File: src/logic/tpio_map.svh
// register offsets, field positions and reset values of the timer output stage
// assumes byte-wide registers on a plain strobe port with a 4-bit address
`ifndef TPIO_MAP_SVH
`define TPIO_MAP_SVH
// register offsets
`define TPIO_OFS_CTRL_A      4'h0
`define TPIO_OFS_CTRL_B      4'h1
`define TPIO_OFS_COUNT_LOW   4'h2
`define TPIO_OFS_COUNT_HIGH  4'h3
`define TPIO_OFS_IRQ         4'h4
// timer_control_a fields
`define TPIO_A_EN            7
`define TPIO_A_UNUSED        6
`define TPIO_A_OUT           5
`define TPIO_A_WIDE          4
`define TPIO_A_DIV_HI        3
// timer_control_b fields
`define TPIO_B_CS_HI         7
`define TPIO_B_CS_LO         5
`define TPIO_B_UNSYNC        4
`define TPIO_B_PS_HI         3
// interrupt register fields
`define TPIO_I_FLAG          0
`define TPIO_I_EN            1
// reset values, wide wrap value and source count
`define TPIO_RST_CTRL        8'h00
`define TPIO_RST_LOW         8'h00
`define TPIO_RST_HIGH        8'hFF
`define TPIO_WIDE_MAX        16'hFFFF
`define TPIO_NUM_SRC         5
`endif

File: src/logic/tpio_pkg.sv
// types shared by the timer output stage
// assumes the offsets and fields come from tpio_map.svh
package tpio_pkg;
  // count clock selection, in field code order
  typedef enum logic [2:0] {
    SRC_PIN_TRUE,
    SRC_PIN_INV,
    SRC_INSTR,
    SRC_HIGH_OSC,
    SRC_LOW_OSC,
    SRC_MED_OSC,
    SRC_RESERVED,
    SRC_LOGIC_CELL
  } tpio_src_t;
endpackage : tpio_pkg

File: src/logic/tpio_top.sv
// timer/counter with prescaler, period match, postscaler, toggle output and flag
// assumes REF_CLK_I is the instruction clock; oscillator and pin sources are foreign
//
// Overview of operation
// - output divider offers sixteen ratios, one to sixteen
// - divider hidden, cleared by low, control-a or control-b write
// - sleep halts synchronised mode, unsynchronised keeps counting
// - match on period equal or 16-bit wrap
// - flag set every divider-select plus one events
// - enabled flag interrupts and may wake device
// - output offered to pins and other peripherals
// - control-a bit five shows output level, read-only
// - pulse spans one tick, output toggles per pulse
// - control-a bit seven enables, zero stops everything
// - control-a bit four selects wide counting
// - divider ratio equals field value plus one
// - control-b top bits choose count clock
// - control-b bit four only keeps counting in sleep; sources are always synchronised
// - prescale ratio is two to field power
// - control-a bit six reads zero always
// - narrow match clears low, reloads period buffer
// - wide high byte buffered via low access
// - both scalers cleared on low/control writes, reset
`timescale 1ns/1ps
`include "tpio_map.svh"
module tpio_top (
  input  wire logic       REF_CLK_I,
  input  wire logic       RST_N_I,
  input  wire logic [3:0] ADDR_I,
  input  wire logic [7:0] WR_DATA_I,
  input  wire logic       WR_EN_I,
  input  wire logic       RD_EN_I,
  output logic      [7:0] RD_DATA_O,
  input  wire logic       COUNT_PIN_I,
  input  wire logic       LOGIC_CELL_ONE_I,
  input  wire logic       MEDIUM_INTERNAL_OSC_I,
  input  wire logic       LOW_INTERNAL_OSC_I,
  input  wire logic       HIGH_INTERNAL_OSC_I,
  input  wire logic       SLEEP_I,
  output logic            TIMER_OUT_O,
  output logic            DIVIDED_MATCH_PULSE_O,
  output logic            TIMER_IRQ_FLAG_O,
  output logic            TIMER_IRQ_O,
  output logic            WAKE_O
);

  logic                        rst_meta;
  logic                        rst_n;
  logic [`TPIO_NUM_SRC-1:0]    src_raw;
  logic [`TPIO_NUM_SRC-1:0]    src_meta;
  logic [`TPIO_NUM_SRC-1:0]    src_sync;
  logic                        sel_level;
  logic                        sel_prev;
  logic                        src_evt;
  logic                        run;
  logic [14:0]                 presc_cnt;
  logic [14:0]                 presc_mask;
  logic                        tick;
  logic [7:0]                  ctrl_a;
  logic [7:0]                  ctrl_b;
  logic [7:0]                  cnt_low;
  logic [7:0]                  cnt_high;
  logic [7:0]                  high_buf;
  logic [7:0]                  period_buf;
  logic                        match;
  logic [3:0]                  post_cnt;
  logic                        div_evt;
  logic                        div_pulse;
  logic                        out_level;
  logic                        irq_flag;
  logic                        irq_en;
  logic                        wr_a;
  logic                        wr_b;
  logic                        wr_low;
  logic                        wr_high;
  logic                        wr_irq;
  logic                        rd_low;
  logic                        clr_scalers;
  logic                        wide;
  logic                        en;
  logic [3:0]                  div_sel;
  tpio_pkg::tpio_src_t         src_sel;

  // reset release through two flops
  always_ff @(posedge REF_CLK_I or negedge RST_N_I) begin
    if (!RST_N_I) begin
      rst_meta <= 1'b0;
      rst_n    <= 1'b0;
    end else begin
      rst_meta <= 1'b1;
      rst_n    <= rst_meta;
    end
  end

  // bus strobe decode
  assign wr_a    = WR_EN_I && (ADDR_I == `TPIO_OFS_CTRL_A);
  assign wr_b    = WR_EN_I && (ADDR_I == `TPIO_OFS_CTRL_B);
  assign wr_low  = WR_EN_I && (ADDR_I == `TPIO_OFS_COUNT_LOW);
  assign wr_high = WR_EN_I && (ADDR_I == `TPIO_OFS_COUNT_HIGH);
  assign wr_irq  = WR_EN_I && (ADDR_I == `TPIO_OFS_IRQ);
  assign rd_low  = RD_EN_I && (ADDR_I == `TPIO_OFS_COUNT_LOW);
  assign clr_scalers = wr_low || wr_a || wr_b;

  // control field aliases
  assign en      = ctrl_a[`TPIO_A_EN];
  assign wide    = ctrl_a[`TPIO_A_WIDE];
  assign div_sel = ctrl_a[`TPIO_A_DIV_HI:0];
  assign src_sel = tpio_pkg::tpio_src_t'(ctrl_b[`TPIO_B_CS_HI:`TPIO_B_CS_LO]);

  // control registers; bit 5 and bit 6 of control-a are never stored
  always_ff @(posedge REF_CLK_I or negedge rst_n) begin
    if (!rst_n) begin
      ctrl_a <= `TPIO_RST_CTRL;
      ctrl_b <= `TPIO_RST_CTRL;
    end else begin
      if (wr_a) begin
        ctrl_a <= {WR_DATA_I[7], 2'b00, WR_DATA_I[4:0]};
      end
      if (wr_b) begin
        ctrl_b <= WR_DATA_I;
      end
    end
  end

  // foreign clock sources: pin, logic cell and the three oscillators
  assign src_raw = {LOGIC_CELL_ONE_I, MEDIUM_INTERNAL_OSC_I, LOW_INTERNAL_OSC_I,
                    HIGH_INTERNAL_OSC_I, COUNT_PIN_I};

  // two-flop synchroniser per source
  generate
    for (genvar g = 0; g < `TPIO_NUM_SRC; g++) begin : g_sync
      always_ff @(posedge REF_CLK_I or negedge rst_n) begin
        if (!rst_n) begin
          src_meta[g] <= 1'b0;
          src_sync[g] <= 1'b0;
        end else begin
          src_meta[g] <= src_raw[g];
          src_sync[g] <= src_meta[g];
        end
      end
    end
  endgenerate

  // count clock selection from synchronised copies
  always_comb begin
    sel_level = 1'b0;
    unique case (src_sel)
      tpio_pkg::SRC_PIN_TRUE:   sel_level = src_sync[0];
      tpio_pkg::SRC_PIN_INV:    sel_level = ~src_sync[0];
      tpio_pkg::SRC_INSTR:      sel_level = 1'b0;
      tpio_pkg::SRC_HIGH_OSC:   sel_level = src_sync[1];
      tpio_pkg::SRC_LOW_OSC:    sel_level = src_sync[2];
      tpio_pkg::SRC_MED_OSC:    sel_level = src_sync[3];
      tpio_pkg::SRC_RESERVED:   sel_level = 1'b0;
      tpio_pkg::SRC_LOGIC_CELL: sel_level = src_sync[4];
    endcase
  end

  // rising edge detector on the selected level
  always_ff @(posedge REF_CLK_I or negedge rst_n) begin
    if (!rst_n) begin
      sel_prev <= 1'b0;
    end else begin
      sel_prev <= sel_level;
    end
  end

  // instruction clock counts every cycle, others on a rising edge
  assign src_evt = (src_sel == tpio_pkg::SRC_INSTR) || (sel_level && !sel_prev);
  // disabled or synchronised in sleep: nothing advances
  assign run = en && !(SLEEP_I && !ctrl_b[`TPIO_B_UNSYNC]);

  // prescaler: tick once every 2^ps source events
  assign presc_mask = 15'((16'h0001 << ctrl_b[`TPIO_B_PS_HI:0]) - 16'h0001);
  assign tick = run && src_evt && ((presc_cnt & presc_mask) == presc_mask);

  always_ff @(posedge REF_CLK_I or negedge rst_n) begin
    if (!rst_n) begin
      presc_cnt <= 15'h0000;
    end else if (clr_scalers) begin
      presc_cnt <= 15'h0000;
    end else if (run && src_evt) begin
      presc_cnt <= presc_cnt + 15'h0001;
    end
  end

  // match: period equal in narrow mode, full wrap in wide mode
  assign match = tick && (wide ? ({cnt_high, cnt_low} == `TPIO_WIDE_MAX)
                               : (cnt_low == period_buf));

  // count registers; a low write wins over a count tick
  always_ff @(posedge REF_CLK_I or negedge rst_n) begin
    if (!rst_n) begin
      cnt_low  <= `TPIO_RST_LOW;
      cnt_high <= `TPIO_RST_LOW;
    end else if (wr_low) begin
      cnt_low <= WR_DATA_I;
      if (wide) begin
        cnt_high <= high_buf;
      end
    end else if (tick) begin
      if (wide) begin
        {cnt_high, cnt_low} <= {cnt_high, cnt_low} + 16'h0001;
      end else if (match) begin
        cnt_low <= 8'h00;
      end else begin
        cnt_low <= cnt_low + 8'h01;
      end
    end
  end

  // high byte holding register and period buffer
  always_ff @(posedge REF_CLK_I or negedge rst_n) begin
    if (!rst_n) begin
      high_buf   <= `TPIO_RST_HIGH;
      period_buf <= `TPIO_RST_HIGH;
    end else begin
      if (wr_high) begin
        high_buf <= WR_DATA_I;
      end else if (rd_low && wide) begin
        high_buf <= cnt_high;
      end
      if (match && !wide && !wr_low) begin
        period_buf <= high_buf;
      end
    end
  end

  // postscaler: one divided event per div_sel+1 matches
  assign div_evt = match && (post_cnt == div_sel) && !wr_low;

  always_ff @(posedge REF_CLK_I or negedge rst_n) begin
    if (!rst_n) begin
      post_cnt <= 4'h0;
    end else if (clr_scalers) begin
      post_cnt <= 4'h0;
    end else if (match) begin
      post_cnt <= (post_cnt == div_sel) ? 4'h0 : post_cnt + 4'h1;
    end
  end

  // divided pulse held for one tick period, output toggles per event
  always_ff @(posedge REF_CLK_I or negedge rst_n) begin
    if (!rst_n) begin
      div_pulse <= 1'b0;
      out_level <= 1'b0;
    end else begin
      if (clr_scalers || !en) begin
        div_pulse <= 1'b0;
      end else if (tick) begin
        div_pulse <= div_evt;
      end
      if (div_evt) begin
        out_level <= ~out_level;
      end
    end
  end

  // sticky flag, set wins over a software clear
  always_ff @(posedge REF_CLK_I or negedge rst_n) begin
    if (!rst_n) begin
      irq_flag <= 1'b0;
      irq_en   <= 1'b0;
    end else begin
      if (div_evt) begin
        irq_flag <= 1'b1;
      end else if (wr_irq) begin
        irq_flag <= WR_DATA_I[`TPIO_I_FLAG];
      end
      if (wr_irq) begin
        irq_en <= WR_DATA_I[`TPIO_I_EN];
      end
    end
  end

  // read data, valid the cycle after the strobe only
  always_ff @(posedge REF_CLK_I or negedge rst_n) begin
    if (!rst_n) begin
      RD_DATA_O <= 8'h00;
    end else if (RD_EN_I) begin
      unique case (ADDR_I)
        `TPIO_OFS_CTRL_A:     RD_DATA_O <= {en, 1'b0, out_level, ctrl_a[4:0]};
        `TPIO_OFS_CTRL_B:     RD_DATA_O <= ctrl_b;
        `TPIO_OFS_COUNT_LOW:  RD_DATA_O <= cnt_low;
        `TPIO_OFS_COUNT_HIGH: RD_DATA_O <= high_buf;
        `TPIO_OFS_IRQ:        RD_DATA_O <= {6'h00, irq_en, irq_flag};
        default:              RD_DATA_O <= 8'h00; // unmapped
      endcase
    end else begin
      RD_DATA_O <= 8'h00;
    end
  end

  // outputs to pins, peripherals and the processor
  assign TIMER_OUT_O           = out_level;
  assign DIVIDED_MATCH_PULSE_O = div_pulse;
  assign TIMER_IRQ_FLAG_O      = irq_flag;
  assign TIMER_IRQ_O           = irq_flag && irq_en;
  assign WAKE_O                = irq_flag && irq_en && SLEEP_I;
endmodule : tpio_top

File: config.mk
export PLATFORM = sky130hd
export DESIGN_NAME = tpio_top
export DESIGN_NICKNAME = d
export VERILOG_FILES = /design/src/logic/tpio_pkg.sv /design/src/logic/tpio_top.sv
export VERILOG_INCLUDE_DIRS = /design/src /design/src/logic
export SDC_FILE = /design/constraint.sdc
export NUM_CORES = 1
export LEC_CHECK = 0
export BUFFER_PORTS_ARGS = -buffer_cell sky130_fd_sc_hd__buf_2
export CAP_MARGIN = 10
export CORE_MARGIN = 1
export CORE_UTILIZATION = 65
export CTS_CLUSTER_SIZE = 14
export DETAILED_ROUTE_END_ITERATION = 8
export PLACE_DENSITY = 0.9
export SLEW_MARGIN = 20
export SYNTH_ARGS = -nofsm -noshare
export SYNTH_HDL_FRONTEND = slang
export SYNTH_SLANG_ARGS = --single-unit
File: constraint.sdc
create_clock -name REF_CLK_I -period 4.6 [get_ports REF_CLK_I]
set_clock_uncertainty 0.15 [all_clocks]
set_input_delay 0.23 -clock REF_CLK_I [delete_from_list [all_inputs] [get_ports REF_CLK_I]]
set_output_delay 0.23 -clock REF_CLK_I [all_outputs]
set_load 0.01 [all_outputs]
==> flow_metrics.env <==
export IMPL_p_leak_nw=2.34
export IMPL_maxCapViolations=0
export IMPL_initialDrtViolationCount=514
export IMPL_drv_slew=0
export IMPL_combPwrFrac=0.220
export IMPL_netlist_area_leader_share=0.376
export IMPL_cts_buffers=9
export IMPL_rsz0062_at_grt="false"
export IMPL_rows=31
export IMPL_grt_antenna_before_repair=0
export IMPL_detail_route_wl_per_cell_um=19.5
export IMPL_io_buffers=34
export IMPL_start_util=0.676
export IMPL_peakVddDrop_v=0.000208
export IMPL_cts_setup_buffers=0
export IMPL_yosys_top_cells_area="dfrtp_1 (38%), dfstp_2 (8.5%), mux2_2 (5.7%)"
export IMPL_clk_root_buffer_cell="clkbuf_8"
export IMPL_p_switching_uw=705
export IMPL_max_slew_margin=0.314
export IMPL_worst_slew_pin_slew_ns=1.02
export IMPL_synth_ff_type="dfrtp_1"
export IMPL_antenna_cells=0
export IMPL_finalNonFillerCells=625
export IMPL_cts_tree="yes"
export IMPL_synth_seq_cells=90
export IMPL_die_w_um=89.1
export IMPL_cp_required_ns=4.74
export IMPL_pwr_share_clk=0.266
export IMPL_placedCellCount=600
export IMPL_vias=4132
export IMPL_core_area_mm2=0.00729
export IMPL_finalCritPeriodShare=0.827
export IMPL_seqPwrFrac=0.515
export IMPL_worst_path_buf_inv=0
export IMPL_hold_violations=0
export IMPL_grt_pass1_wl_um=19100
export IMPL_layout_drive_gt1_share=0.224
export IMPL_drc=0
export IMPL_ys_types=67
export IMPL_nets=547
export IMPL_dieArea_mm2=0.00793
export IMPL_cpMaxStageDelayCell="dfrtp_1"
export IMPL_clock_path_buffers=2
export IMPL_clk_pin_slew_ns=0.09
export IMPL_run_status="finished clean"
export IMPL_cp_arrival_ns=3.94
export IMPL_firstDrtPassIters=6
export IMPL_synth_top_area_cell="dfrtp_1"
export IMPL_dpl_worst_slack_ns=0.936
export IMPL_clock_sinks=90
export IMPL_fmax_mhz=263
export IMPL_synth_edff_count=0
export IMPL_utilization=0.744
export IMPL_p_total_mw=2.09
export IMPL_fp_dieH_um=89.1
export IMPL_synthToLayoutAreaGrowth_pct=10.2
export IMPL_grt_max_degree=89
export IMPL_critPathLaunchType="flip-flop"
export IMPL_critPathCaptureType="flip-flop"
export IMPL_fin_tns_setup_ns=0
export IMPL_yosys_warnings=0
export IMPL_finalCriticalPeriod_ns=3.80
export IMPL_ant_nets=0
export IMPL_cpLargestDelayFamily="simple AND/OR/NAND/NOR gates"
export IMPL_wirelength_um=12200
export IMPL_synthCells=488
export IMPL_hold_path_class="in2reg"
export IMPL_synth_area_mm2=0.00493
export IMPL_path_max_fanout=24
export IMPL_gp_congestion=0.925
export IMPL_track_usage=0.323
export IMPL_overflow=0
export IMPL_synth_seq_area_share=0.461
export IMPL_internal_power_mw=1.38
export IMPL_htreeDepth=3
export IMPL_yosysMostFrequentCell="dfrtp_1"
export IMPL_finalWorstSetupSlack_ns=0.796
export IMPL_yosys_top_cells_count="dfrtp_1 (74), nor2_1 (54), nand2_1 (48), mux2_2 (25)"
export IMPL_dp_hpwl_um=8400
export IMPL_p_per_area_mw_per_mm2=385
export IMPL_grt_pass1_vias=3769
export IMPL_finalSetupViolCount=0
export IMPL_via_per_inst=6.61
export IMPL_async_reset_ff_frac=1.00
export IMPL_synth_fp_nets=514
export IMPL_p_sw_frac=0.337
export IMPL_max_stage_delay_ns=0.64
export IMPL_syn_area_per_cell_um2=10.1
export IMPL_ios=35
export IMPL_path_cells="nor2_1 > nand3_1 > ha_1 > or4b_1 > nor3_1 > a211o_1 > nor4_4 > nand3b_4 > nor3_4 > mux2_2"
export IMPL_clk_insertion_delay_late_ns=0.36
export IMPL_path_class="reg2reg"
==> registers in the layout, indices dropped and copies added (netlist names), 4 cells and up <==
register	cells
period_buf	8
cnt_low	8
cnt_high	8
src_meta	5
high_buf	8
src_sync	5
presc_cnt	15
post_cnt	4
RD_DATA_O	8
ctrl_b	8
ctrl_a	6
==> layout make-up <==
class	count	area, um2
clock buffer	10	138
clock inverter	6	65.1
fill	507	1860
inverter	13	50.0
multi-input combinational	363	2490
sequential	90	2280
tap	99	124
timing repair buffer	44	285
==> metrics by stage <==
step / area (um2) / hold WS [ns]
after floorplan: 4930 / -0.216
after global placement: 5120 / -0.135
after detailed placement: 5120 / -0.134
after CTS: 5400 / 0.00980
after global routing: 5430 / 0.0186
final: 5430 / 0.0219
==> final timing paths <==
| kind | start | end | slack (ns) | depth (start not counted) |
|---|---|---|---|---|
| max | ctrl_b[3] | period_buf[4] | 0.80 | 10 |
| min | WR_DATA_I[6] | ctrl_b[6] | 0.02 | 2 |
| max reg2reg | ctrl_b[3] | period_buf[4] | 0.80 | 10 |
| min reg2reg | rst_n | ctrl_b[4] | 0.08 | 0 |
| max in group asynchronous | rst_n | period_buf[4] | 3.56 | 1 |
| min in group asynchronous | RST_N_I | rst_n | 0.04 | 2 |
==> logic make-up after synthesis <==
| family | after synthesis | synth area share |
|---|---|---|
| buf+inv | 35 | 0.0333 |
| mux | 37 | 0.0993 |
| other cells | 1 | 0.000761 |
| flops | 90 | 0.461 |
| xor+xnor | 27 | 0.0480 |
| simple gates | 210 | 0.225 |
| fa+ha+maj | 4 | 0.0102 |
| compound gates | 84 | 0.122 |
==> placed cells by master, fill, tap and decap left out, types with 5 or more instances in the layout <==
master	Yosys	routed
nor4_1	5	5
a21oi_1	13	13
or4_1	6	6
xor2_1	8	8
nor2b_1	7	7
a31oi_1	9	9
nand4_1	6	6
mux4_2	7	7
inv_1	12	12
xnor2_1	19	19
nand2_1	48	48
o21ai_0	14	14
clkbuf_8	0	10
o211ai_1	5	5
nand3_1	19	19
mux2_2	25	25
dlygate4sd3_1	0	8
a22oi_1	10	10
and3_1	16	16
buf_2	7	34
dfstp_2	16	16
dfrtp_1	74	73
mux2i_1	5	5
nor3_1	17	17
nor2_1	54	54
==> what timing repair did <==
item                                   CTS  global route
setup endpoints to repair                0             0
resized for setup                        0             0
hold buffers                             8             0
endpoints found under the hold margin    9             0
==> per-layer routing <==
metal,part of all wire,track usage
met1,0.39,0.418
met2,0.48,0.518
met3,0.088,0.0729
met4,0.035,0.157
met5,0,0
==> power by group through the flow <==
stage	Sequential, mW	Combinational [mW]	Clock, mW
final	1.08	0.459	0.555
after global routing	1.09	0.509	0.588
after CTS	1.08	0.437	0.557
after detailed placement	1.09	0.426	0
after global placement	1.09	0.404	0
after floorplan	1.01	0.379	0
Note: power is estimated with default switching activity, not from simulation.
